===== src/verilog/ssr_pkg.sv =====
// Constants and types for the status register sets block.
// Assumes a command decoder outside turns host status commands into strobes.
package ssr_pkg;
  localparam int unsigned      SSR_BITS    = 15;
  localparam int unsigned      SSR_SETS    = 7;
  localparam int unsigned      SSR_SEL_W   = 3;
  localparam logic [14:0]      SSR_ONES    = 15'h7FFF;
  localparam logic [14:0]      SSR_ZERO    = 15'h0000;
  // Set selector codes
  localparam logic [2:0]       SSR_DEVICE  = 3'h0;
  localparam logic [2:0]       SSR_QDATA   = 3'h1;
  localparam logic [2:0]       SSR_OPER    = 3'h2;
  localparam logic [2:0]       SSR_LIMIT   = 3'h3;
  localparam logic [2:0]       SSR_QFREQ   = 3'h4;
  localparam logic [2:0]       SSR_QPOWER  = 3'h5;
  localparam logic [2:0]       SSR_USER    = 3'h6;
  // Register selector codes within a set
  localparam logic [2:0]       SSR_REG_COND = 3'h0;
  localparam logic [2:0]       SSR_REG_EVNT = 3'h1;
  localparam logic [2:0]       SSR_REG_ENAB = 3'h2;
  localparam logic [2:0]       SSR_REG_PTR  = 3'h3;
  localparam logic [2:0]       SSR_REG_NTR  = 3'h4;
  // Preset kind per set: 1 = enables all ones, 0 = enables cleared
  localparam logic [6:0]       SSR_PRE_EN_ONES = 7'h38;
  typedef logic [14:0] ssr_word_t;
  typedef struct packed {
    ssr_word_t [SSR_SETS-1:0] cond;
    ssr_word_t [SSR_SETS-1:0] evnt;
    ssr_word_t [SSR_SETS-1:0] enab;
    ssr_word_t [SSR_SETS-1:0] ptr;
    ssr_word_t [SSR_SETS-1:0] ntr;
    ssr_word_t                rdata;
    logic                     rvalid;
  } ssr_state_t;
endpackage : ssr_pkg


===== src/verilog/ssr_status_sets.sv =====
// Seven status register sets: condition, event, enable, transition filters.
// Condition inputs are synchronised here; command strobes come from logic on
// sys_clk_in and are one-cycle pulses.
`timescale 1ns/10ps
`default_nettype none

// Two-flop synchroniser for a bus of independent level bits
module ssr_sync2 #(
  parameter int unsigned WIDTH = 1
) (
  // Clock and reset
  input  wire logic             sys_clk_in,
  input  wire logic             rstn_in,
  // Asynchronous levels in, synchronised levels out
  input  wire logic [WIDTH-1:0] async_in,
  output logic      [WIDTH-1:0] sync_out
);
  typedef struct packed {
    logic [WIDTH-1:0] meta;
    logic [WIDTH-1:0] safe;
  } ssr_sync_t;

  ssr_sync_t sy_q;
  ssr_sync_t sy_d;

  // Only the second stage reads the first, which may still be settling
  always_comb begin
    sy_d.meta = async_in;
    sy_d.safe = sy_q.meta;
  end

  always_ff @(posedge sys_clk_in or negedge rstn_in) begin
    if (!rstn_in) begin
      sy_q <= '0;
    end else begin
      sy_q <= sy_d;
    end
  end

  assign sync_out = sy_q.safe;
endmodule : ssr_sync2

// Filtered edge detector for one set: rising edges pass where the positive
// filter bit is one, falling edges where the negative filter bit is one
module ssr_edge_filt #(
  parameter int unsigned WIDTH = 15
) (
  // Present and previous condition bits
  input  wire logic [WIDTH-1:0] now_in,
  input  wire logic [WIDTH-1:0] old_in,
  // Transition filters
  input  wire logic [WIDTH-1:0] ptr_in,
  input  wire logic [WIDTH-1:0] ntr_in,
  // Bits whose event latch must set
  output logic      [WIDTH-1:0] hit_out
);

  logic [WIDTH-1:0] rise;
  logic [WIDTH-1:0] fall;

  assign rise    = now_in & ~old_in & ptr_in;
  assign fall    = ~now_in & old_in & ntr_in;
  assign hit_out = rise | fall;
endmodule : ssr_edge_filt

// Summary of one set: any latched event whose enable bit is one
module ssr_summary #(
  parameter int unsigned WIDTH = 15
) (
  // Event and enable words of the set
  input  wire logic [WIDTH-1:0] event_in,
  input  wire logic [WIDTH-1:0] enable_in,
  // Summary flag
  output logic                  flag_out
);

  assign flag_out = |(event_in & enable_in);
endmodule : ssr_summary

module ssr_status_sets (
  // Clock and reset
  input  wire logic                                           sys_clk_in,
  input  wire logic                                           rstn_in,
  // Condition bits from the instrument, asynchronous
  input  wire logic [ssr_pkg::SSR_SETS*ssr_pkg::SSR_BITS-1:0] cond_in,
  // Command port
  input  wire logic                                           wr_in,
  input  wire logic                                           rd_in,
  input  wire logic [ssr_pkg::SSR_SEL_W-1:0]                  set_sel_in,
  input  wire logic [ssr_pkg::SSR_SEL_W-1:0]                  reg_sel_in,
  input  wire logic [15:0]                                    wdata_in,
  input  wire logic                                           status_preset_in,
  // Answers
  output logic [15:0]                                         rdata_out,
  output logic                                                rvalid_out,
  output logic [ssr_pkg::SSR_SETS-1:0]                        summary_out
);
  import ssr_pkg::*;

  localparam int unsigned COND_W = SSR_SETS * SSR_BITS;

  logic [COND_W-1:0] cond_sync;
  ssr_word_t         hit     [SSR_SETS];
  logic              sum_bit [SSR_SETS];
  ssr_state_t        st_q;
  ssr_state_t        st_d;

  // Read-back of one register of one set; codes outside the table read zero
  function automatic ssr_word_t pick_word(input ssr_state_t st, input int s,
                                          input logic [SSR_SEL_W-1:0] sel);
    ssr_word_t w;
    w = SSR_ZERO;
    unique case (sel)
      SSR_REG_COND: w = st.cond[s];
      SSR_REG_EVNT: w = st.evnt[s];
      SSR_REG_ENAB: w = st.enab[s];
      SSR_REG_PTR:  w = st.ptr[s];
      SSR_REG_NTR:  w = st.ntr[s];
      default:      w = SSR_ZERO;
    endcase
    return w;
  endfunction : pick_word

  // Condition bits change with no regard to our clock
  ssr_sync2 #(
    .WIDTH(COND_W)
  ) sync_u (
    .sys_clk_in(sys_clk_in),
    .rstn_in   (rstn_in),
    .async_in  (cond_in),
    .sync_out  (cond_sync)
  );

  // The registered condition copy is the previous value for edge detection
  for (genvar g = 0; g < SSR_SETS; g++) begin : g_set
    ssr_edge_filt #(
      .WIDTH(SSR_BITS)
    ) edge_u (
      .now_in (cond_sync[g*SSR_BITS +: SSR_BITS]),
      .old_in (st_q.cond[g]),
      .ptr_in (st_q.ptr[g]),
      .ntr_in (st_q.ntr[g]),
      .hit_out(hit[g])
    );
    ssr_summary #(
      .WIDTH(SSR_BITS)
    ) sum_u (
      .event_in (st_q.evnt[g]),
      .enable_in(st_q.enab[g]),
      .flag_out (sum_bit[g])
    );
  end

  always_comb begin
    st_d        = st_q;
    st_d.rvalid = 1'b0;
    for (int s = 0; s < SSR_SETS; s++) begin
      st_d.cond[s] = cond_sync[s*SSR_BITS +: SSR_BITS];
      // Read clear applies to the old value; edges seen this cycle survive it
      if (rd_in && set_sel_in == SSR_SEL_W'(s) && reg_sel_in == SSR_REG_EVNT) begin
        st_d.evnt[s] = SSR_ZERO;
      end
      st_d.evnt[s] = st_d.evnt[s] | hit[s];
      if (wr_in && set_sel_in == SSR_SEL_W'(s)) begin
        unique case (reg_sel_in)
          SSR_REG_ENAB: st_d.enab[s] = wdata_in[SSR_BITS-1:0];
          SSR_REG_PTR:  st_d.ptr[s]  = wdata_in[SSR_BITS-1:0];
          SSR_REG_NTR:  st_d.ntr[s]  = wdata_in[SSR_BITS-1:0];
          default: ;
        endcase
      end
      // Preset wins over a same-cycle write, except to ptr/ntr of the user set; status_preset_in acts on all seven sets
      if (status_preset_in) begin
        if (s == int'(SSR_USER)) begin
          st_d.enab[s] = SSR_ZERO;
        end else begin
          st_d.enab[s] = SSR_PRE_EN_ONES[s] ? SSR_ONES : SSR_ZERO;
          st_d.ptr[s]  = SSR_ONES;
          st_d.ntr[s]  = SSR_ZERO;
        end
      end
    end
    if (rd_in) begin
      st_d.rvalid = 1'b1;
      st_d.rdata  = SSR_ZERO;
      for (int s = 0; s < SSR_SETS; s++) begin
        if (set_sel_in == SSR_SEL_W'(s)) begin
          st_d.rdata = pick_word(st_q, s, reg_sel_in);
        end
      end
    end
  end

  always_ff @(posedge sys_clk_in or negedge rstn_in) begin
    if (!rstn_in) begin
      st_q <= '0;
    end else begin
      st_q <= st_d;
    end
  end

  // Weighted sum of a 15-bit pattern is the pattern itself, zero-extended
  assign rdata_out  = {1'b0, st_q.rdata};
  assign rvalid_out = st_q.rvalid;

  always_comb begin
    for (int s = 0; s < SSR_SETS; s++) begin
      summary_out[s] = sum_bit[s];
    end
  end
endmodule : ssr_status_sets
`default_nettype wire

===== config.mk =====
export PLATFORM = sky130hd
export DESIGN_NAME = ssr_status_sets
export DESIGN_NICKNAME = d
export VERILOG_FILES = /design/src/verilog/ssr_pkg.sv /design/src/verilog/ssr_status_sets.sv
export SDC_FILE = /design/constraint.sdc
export NUM_CORES = 1
export LEC_CHECK = 0
export BUFFER_PORTS_ARGS = -buffer_cell sky130_fd_sc_hd__buf_2
export CAP_MARGIN = 20
export CORE_ASPECT_RATIO = 0.8
export CORE_MARGIN = 2
export CORE_UTILIZATION = 25
export DETAILED_ROUTE_END_ITERATION = 8
export PLACE_DENSITY = 0.39
export SLEW_MARGIN = 20
export SYNTH_ARGS = -nofsm -noshare
export SYNTH_HDL_FRONTEND = slang
export SYNTH_SLANG_ARGS = --single-unit

===== constraint.sdc =====
create_clock -name sys_clk_in -period 2.8 [get_ports sys_clk_in]
set_input_delay 0.7 -clock sys_clk_in [delete_from_list [all_inputs] [get_ports sys_clk_in]]
set_output_delay 0.7 -clock sys_clk_in [all_outputs]
set_load 0.02 [all_outputs]

**Word-level counts from Yosys, hierarchy flattened**

Index checks and enable logic that the tools add are counted.

- Register bits after elaboration: 751
- Bits of input ports: 132
- Output and inout port bits: 24
- Word-level logic and storage cells: 236

- Equal/unequal tests: 10
- Multiplexer cells: 63
- Bitwise gates (word level): 63
- Reduce and logical (&&, ||, !) cells: 61

Operators by type and width:

| kind | number |
|---|---|
| two-way mux 15 bit | 55 |
| AND 15 bit | 35 |
| one-hot mux 15 bit (5 select lines) | 7 |
| NOT 15 bit | 14 |
| OR 15 bit | 14 |
| OR reduction 15 bit | 7 |
| AND reduction 2 bit | 21 |
| logical AND 1 bit | 21 |
| nonzero test 2 bit | 10 |
| equality test 3 x 2 -> 1 bit, second input constant | 4 |
| equality test 3 bit, second input constant | 4 |
| equality test 3 x 1 -> 1 bit, second input constant | 2 |
| zero test 3 bit | 2 |
| two-way mux 1 bit | 1 |

**Logic depth before layout (Yosys ltp)**

- Word-level depth: 9
- Mapped depth: 10
- Gate-level depth less buffers: 6

**Modules after synthesis**

From an unflattened synthesis, not the netlist that was laid out.

- Cells, all modules: 2708
- Area, all modules: 31007.2 µm²

By module, submodules not included:

| module | times used | cells an instance | area each (µm²) | sequential area each (µm²) |
|---|---|---|---|---|
| ssr_status_sets | 1 | 2120 | 23159.7 | 13538.0 |
| ssr_sync2 | 1 | 210 | 5255.0 | 5255.0 |
| ssr_edge_filt | 7 | 45 | 300.3 | 0.0 |
| ssr_summary | 7 | 9 | 70.1 | 0.0 |

**Worst setup path before layout**

No wires, ideal clock.

- Path type: input port to flip-flop
- Start point: in reg_sel_in[2] (netlist name)
- End point: reg st_q (netlist bit rdata_out[12])
- Library setup time: 0.124 ns
- Arrival time: 2.147 ns
- Required time: 2.676 ns
- Slack: 0.529 ns
- Stages on the path: 8
- Path buffers: 2
- Cell sequence: buf_2 > buf_6 > mux2_2 > a22oi_1 > o21ai_0 > a221o_1 > a211oi_1 > o21ai_1

- Word-level cells in the longest chain between the ends: 9
- Elaborated cells on any way between the ends: 19
- Those cells by class: 4 x eq/ne; 14 x mux; 1 x reduce/logical

Ends and longest elaborated chain:

| what | RTL line | text |
|---|---|---|
| from (decl) | ssr_status_sets.sv:90 | `input wire logic [ssr_pkg::SSR_SEL_W-1:0] reg_sel_in,` |
| equality test 3 bit, or another cell as far along | ssr_status_sets.sv:113 | `unique case (sel)` |
| one-hot mux 15 bit (5 select lines) | ssr_status_sets.sv:113 |  |
| two-way mux 15 bit (6 in series) | ssr_status_sets.sv:187 | `if (set_sel_in == SSR_SEL_W'(s)) begin` |
| two-way mux 15 bit (*) | ssr_status_sets.sv:187 |  |
| to (signal assigned) | ssr_status_sets.sv:198 | `st_q <= st_d;` |
| to (decl) | ssr_status_sets.sv:105 | `ssr_state_t st_q;` |

Mark *: on every way between the ends. The rest lies on a longest branch, timed or not.
A chain may end at the register's enable or synchronous reset.

**Final worst setup path**

- Start point: reg st_q[266] (netlist name)
- End point: out summary_out[2] (netlist name)

- Word-level cells in the longest chain between the ends: 2

Ends and longest elaborated chain:

| what | RTL line | text |
|---|---|---|
| AND 15 bit | ssr_status_sets.sv:77 | `assign flag_out = \|(event_in & enable_in);` |
| OR reduction 15 bit | ssr_status_sets.sv:77 |  |
| to (decl) | ssr_status_sets.sv:96 | `output logic [ssr_pkg::SSR_SETS-1:0] summary_out` |

No other way between the ends.

==> flow_summary.toml <==
[detailed_routing]
wl_per_cell_um = 26.72
drtPass1Iterations = 7
drcViolationCount = 0
drt_iter0_drc = 2127
drt-total-wl_mm = 127.4
dr_total_vias = 23650
ant_nets = 0
drt-vias-per-instance = 4.961

[placement]
placed_area_sq_um = 35210
io_buffers = 153
dp_hpwl_mm = 88.69
pre_cts_ws_ps = -125.4
place_congestion = 0.9189

[min_path]
min_path_type = "input pin to flop"

[timing]
setup_violations = 3
final.period_utilization = 1.009
fin_ws_ps = -23.97
finalSetupTns_ps = -61.21
worst_slew_pin_slew_ps = 1024
rsz0062_at_grt = "yes"
fmax_mhz = 354.1
relSlewSlack = 0.3146
period_needed_ps = 2824
finalHoldViolations = 0
slew_viol_final = 0
skew_ps = 21.97

[worst_setup_path]
critPathLaunchType = "flop"
cp_max_fo = 2
worst_path_max_delay_cell = "a222oi_1"
cp.required_ps = 2100
crit_chain = "a222oi_1 -> and3_1 -> nand4_1 -> buf_6"
cpPeakStageDelay_ps = 430
rrSetupSlack_ps = 650
critPathKind = "flop to primary output"
crit_arrival_ps = 2120
setup.worst_path.end_class = "primary output"

[yosys]
ys.flop_type = "dfrtp_1"
seq_area_frac_synth = 0.6198
yosys_warnings = 0
ys_ff_latch = 751
syn_area_sq_um = 30320
syn_avg_cell_area_sq_um = 11.20
yosysUniqueCellTypes = 73
synth_nets = 2840
yosys.area.top_type = "dfrtp_1"
async_reset_ff_frac = 1.000
synth_cells = 2708
yosysMostFrequentCell = "dfrtp_1"
synth_common_cells = "751 x dfrtp_1, 406 x nand2_1, 232 x a21oi_1"
yosys-top-cells-area = "dfrtp_1 62%, nand2_1 5.0%, a21oi_1 3.8%, mux2i_1 2.9%, o21ai_0 2.9%"
synth_edf_count = 0
synth_top_area_share = 0.6198

[run_status]
status = "finished, violations left"
failed_checks = "setup timing"

[pwr]
power_leakage_uw = 0.01628
power.density_nw_per_um2 = 703.3
fin_total_pwr_uw = 26940
irDropWorstVdd_mv = 0.4467

[global_route]
grt_pass1_wl_mm = 181.6
grt_pass1_vias = 24110
antenna_found_initial = 13
grt_overflow = 0
grt_usage = 0.2036
grt_max_degree = 96

[finish]
postLayoutCellArea_sq_um = 38300
drive_gt1_frac = 0.2161
fillers = 12210
final_util = 0.3178
fin_nets = 3208
area_growth_pct = 26.30

[die]
io_pins = 156
die_area_sq_um = 124100
placementRows = 114
coreArea_sq_um = 120500
die_y_um = 315.5
fp.dieW_um = 393.4
start_util = 0.2516

[clocking]
cts_max_level = 3
cts-root-buf = "clkbuf_16"
cts.clk_slew.worst_paths_ps = 60
cts_buffers = 83
clock_path_buffers = 3
clock-sinks = 751
insertion_delay_ps = 690
cts_tree = "done"

[flow_run]
drv_cap = 0
## cell type report
cell class | count | area, sq um | area share
well taps | 1624 | 2032 | 0.05305
repair buffers | 457 | 3877 | 0.1012
clock buffers | 111 | 2344 | 0.06119
multi-input cells | 1780 | 10670 | 0.2787
diodes | 1 | 2.502 | 0.00006534
flip-flops and latches | 751 | 18790 | 0.4907
inverters | 3 | 11.26 | 0.0002940
clock inverters | 40 | 566.8 | 0.01480
## placed cells by master, fill, tap and decap left out, types with 6 or more instances in the layout
master,Yosys,layout
dfrtp_1,751,751
nand2_1,406,406
buf_4,18,245
a21oi_1,232,224
nor2_1,203,203
o21ai_0,177,177
buf_2,86,143
o211ai_1,113,113
a22oi_1,109,109
nand3b_1,108,108
mux2i_1,89,89
clkbuf_16,0,84
buf_12,2,62
mux2_2,57,57
o221ai_1,33,33
o22ai_1,24,24
nor2b_1,24,23
clkinv_2,0,17
a221oi_1,18,15
nand2b_1,15,15
clkbuf_8,0,14
and3_1,13,13
nand4_1,13,13
bufinv_16,0,13
clkbuf_1,59,13
nand3_1,12,12
a211oi_1,12,12
a31oi_1,12,12
a21o_1,9,9
o31ai_1,9,9
a22o_1,9,8
a21oi_2,0,8
a222oi_1,7,7
mux4_2,7,7
a221o_1,6,6
inv_6,0,6
## sequential cells by signal, summed over array words and instances (netlist names)
register	flops
sync_u.sy_d	105
st_q	525
sync_u.sync_out	105
rdata_out	15
rvalid_out	1
## kinds of logic (layout without fill, tap and decap cells)
family                 count (synthesis)  after routing  synth area share
and+or+nand+nor                      821            821            0.1240
AOI/OAI and AO/OA                    804            804            0.1686
DFF                                  751            751            0.6198
buffers and inverters                177            611           0.03099
muxes                                154            154           0.05661
other                                  1              2         0.0001237
## routing by layer
layer  routed length [um]  vias to the layer above  global-route usage  part of all wire
met5                   65                        -                   0           0.00051
met4                 4129                       10             0.06836             0.032
met3                 9844                      208             0.05581             0.077
met2                54090                      813              0.2988              0.42
met1                59270                    12140              0.2885              0.47
li1                     -                    10480                   -                 -
## where the power goes
part	leakage [uW]	switching (uW)	internal (uW)
sequential	0.00856	652	11600
clock	0.00144	4760	7090
combinational	0.00629	1780	1100
total	0.0163	7190	19700
## worst max-delay path: cells and delay by family (launching register included)
kind,cells,cell delay (ps)
buffers and inverters,1,190
DFF,1,390
and+or+nand+nor,2,430
AOI/OAI and AO/OA,1,430
## path summary, 6_finish.rpt
check,startpoint,end,cells after the start
setup / recovery,st_q[266],summary_out[2],4
hold / removal,cond_in[103],sync_u.sy_d[103],1
setup reg to reg,st_q[156],rdata_out[5],8
hold reg to reg,sync_u.sy_d[86],sync_u.sync_out[86],0
max in group asynchronous,rstn_in,sync_u.sync_out[29],3
min in group asynchronous,rstn_in,st_q[78],2
## repair_timing
item / in CTS / in global routing
gates cloned: 0 / 0
hold buffers: 1 / 0
hold endpoints to repair: 7 / 0
endpoints found under the setup margin: 7 / 7
buffers inserted: 11 / 2
pin swaps: 11 / 7
gates resized for setup: 13 / 2
## through the flow
step / std cells / hold slack [ps]
floorplan: 2708 / 331.2
CTS: 4764 / 40.18
global route: 4766 / 65.08
detailed placement: 4601 / 334.7
global placement: 4601 / 333.0
finish: 4767 / 110.5
Power figures use the tool's default switching activity.
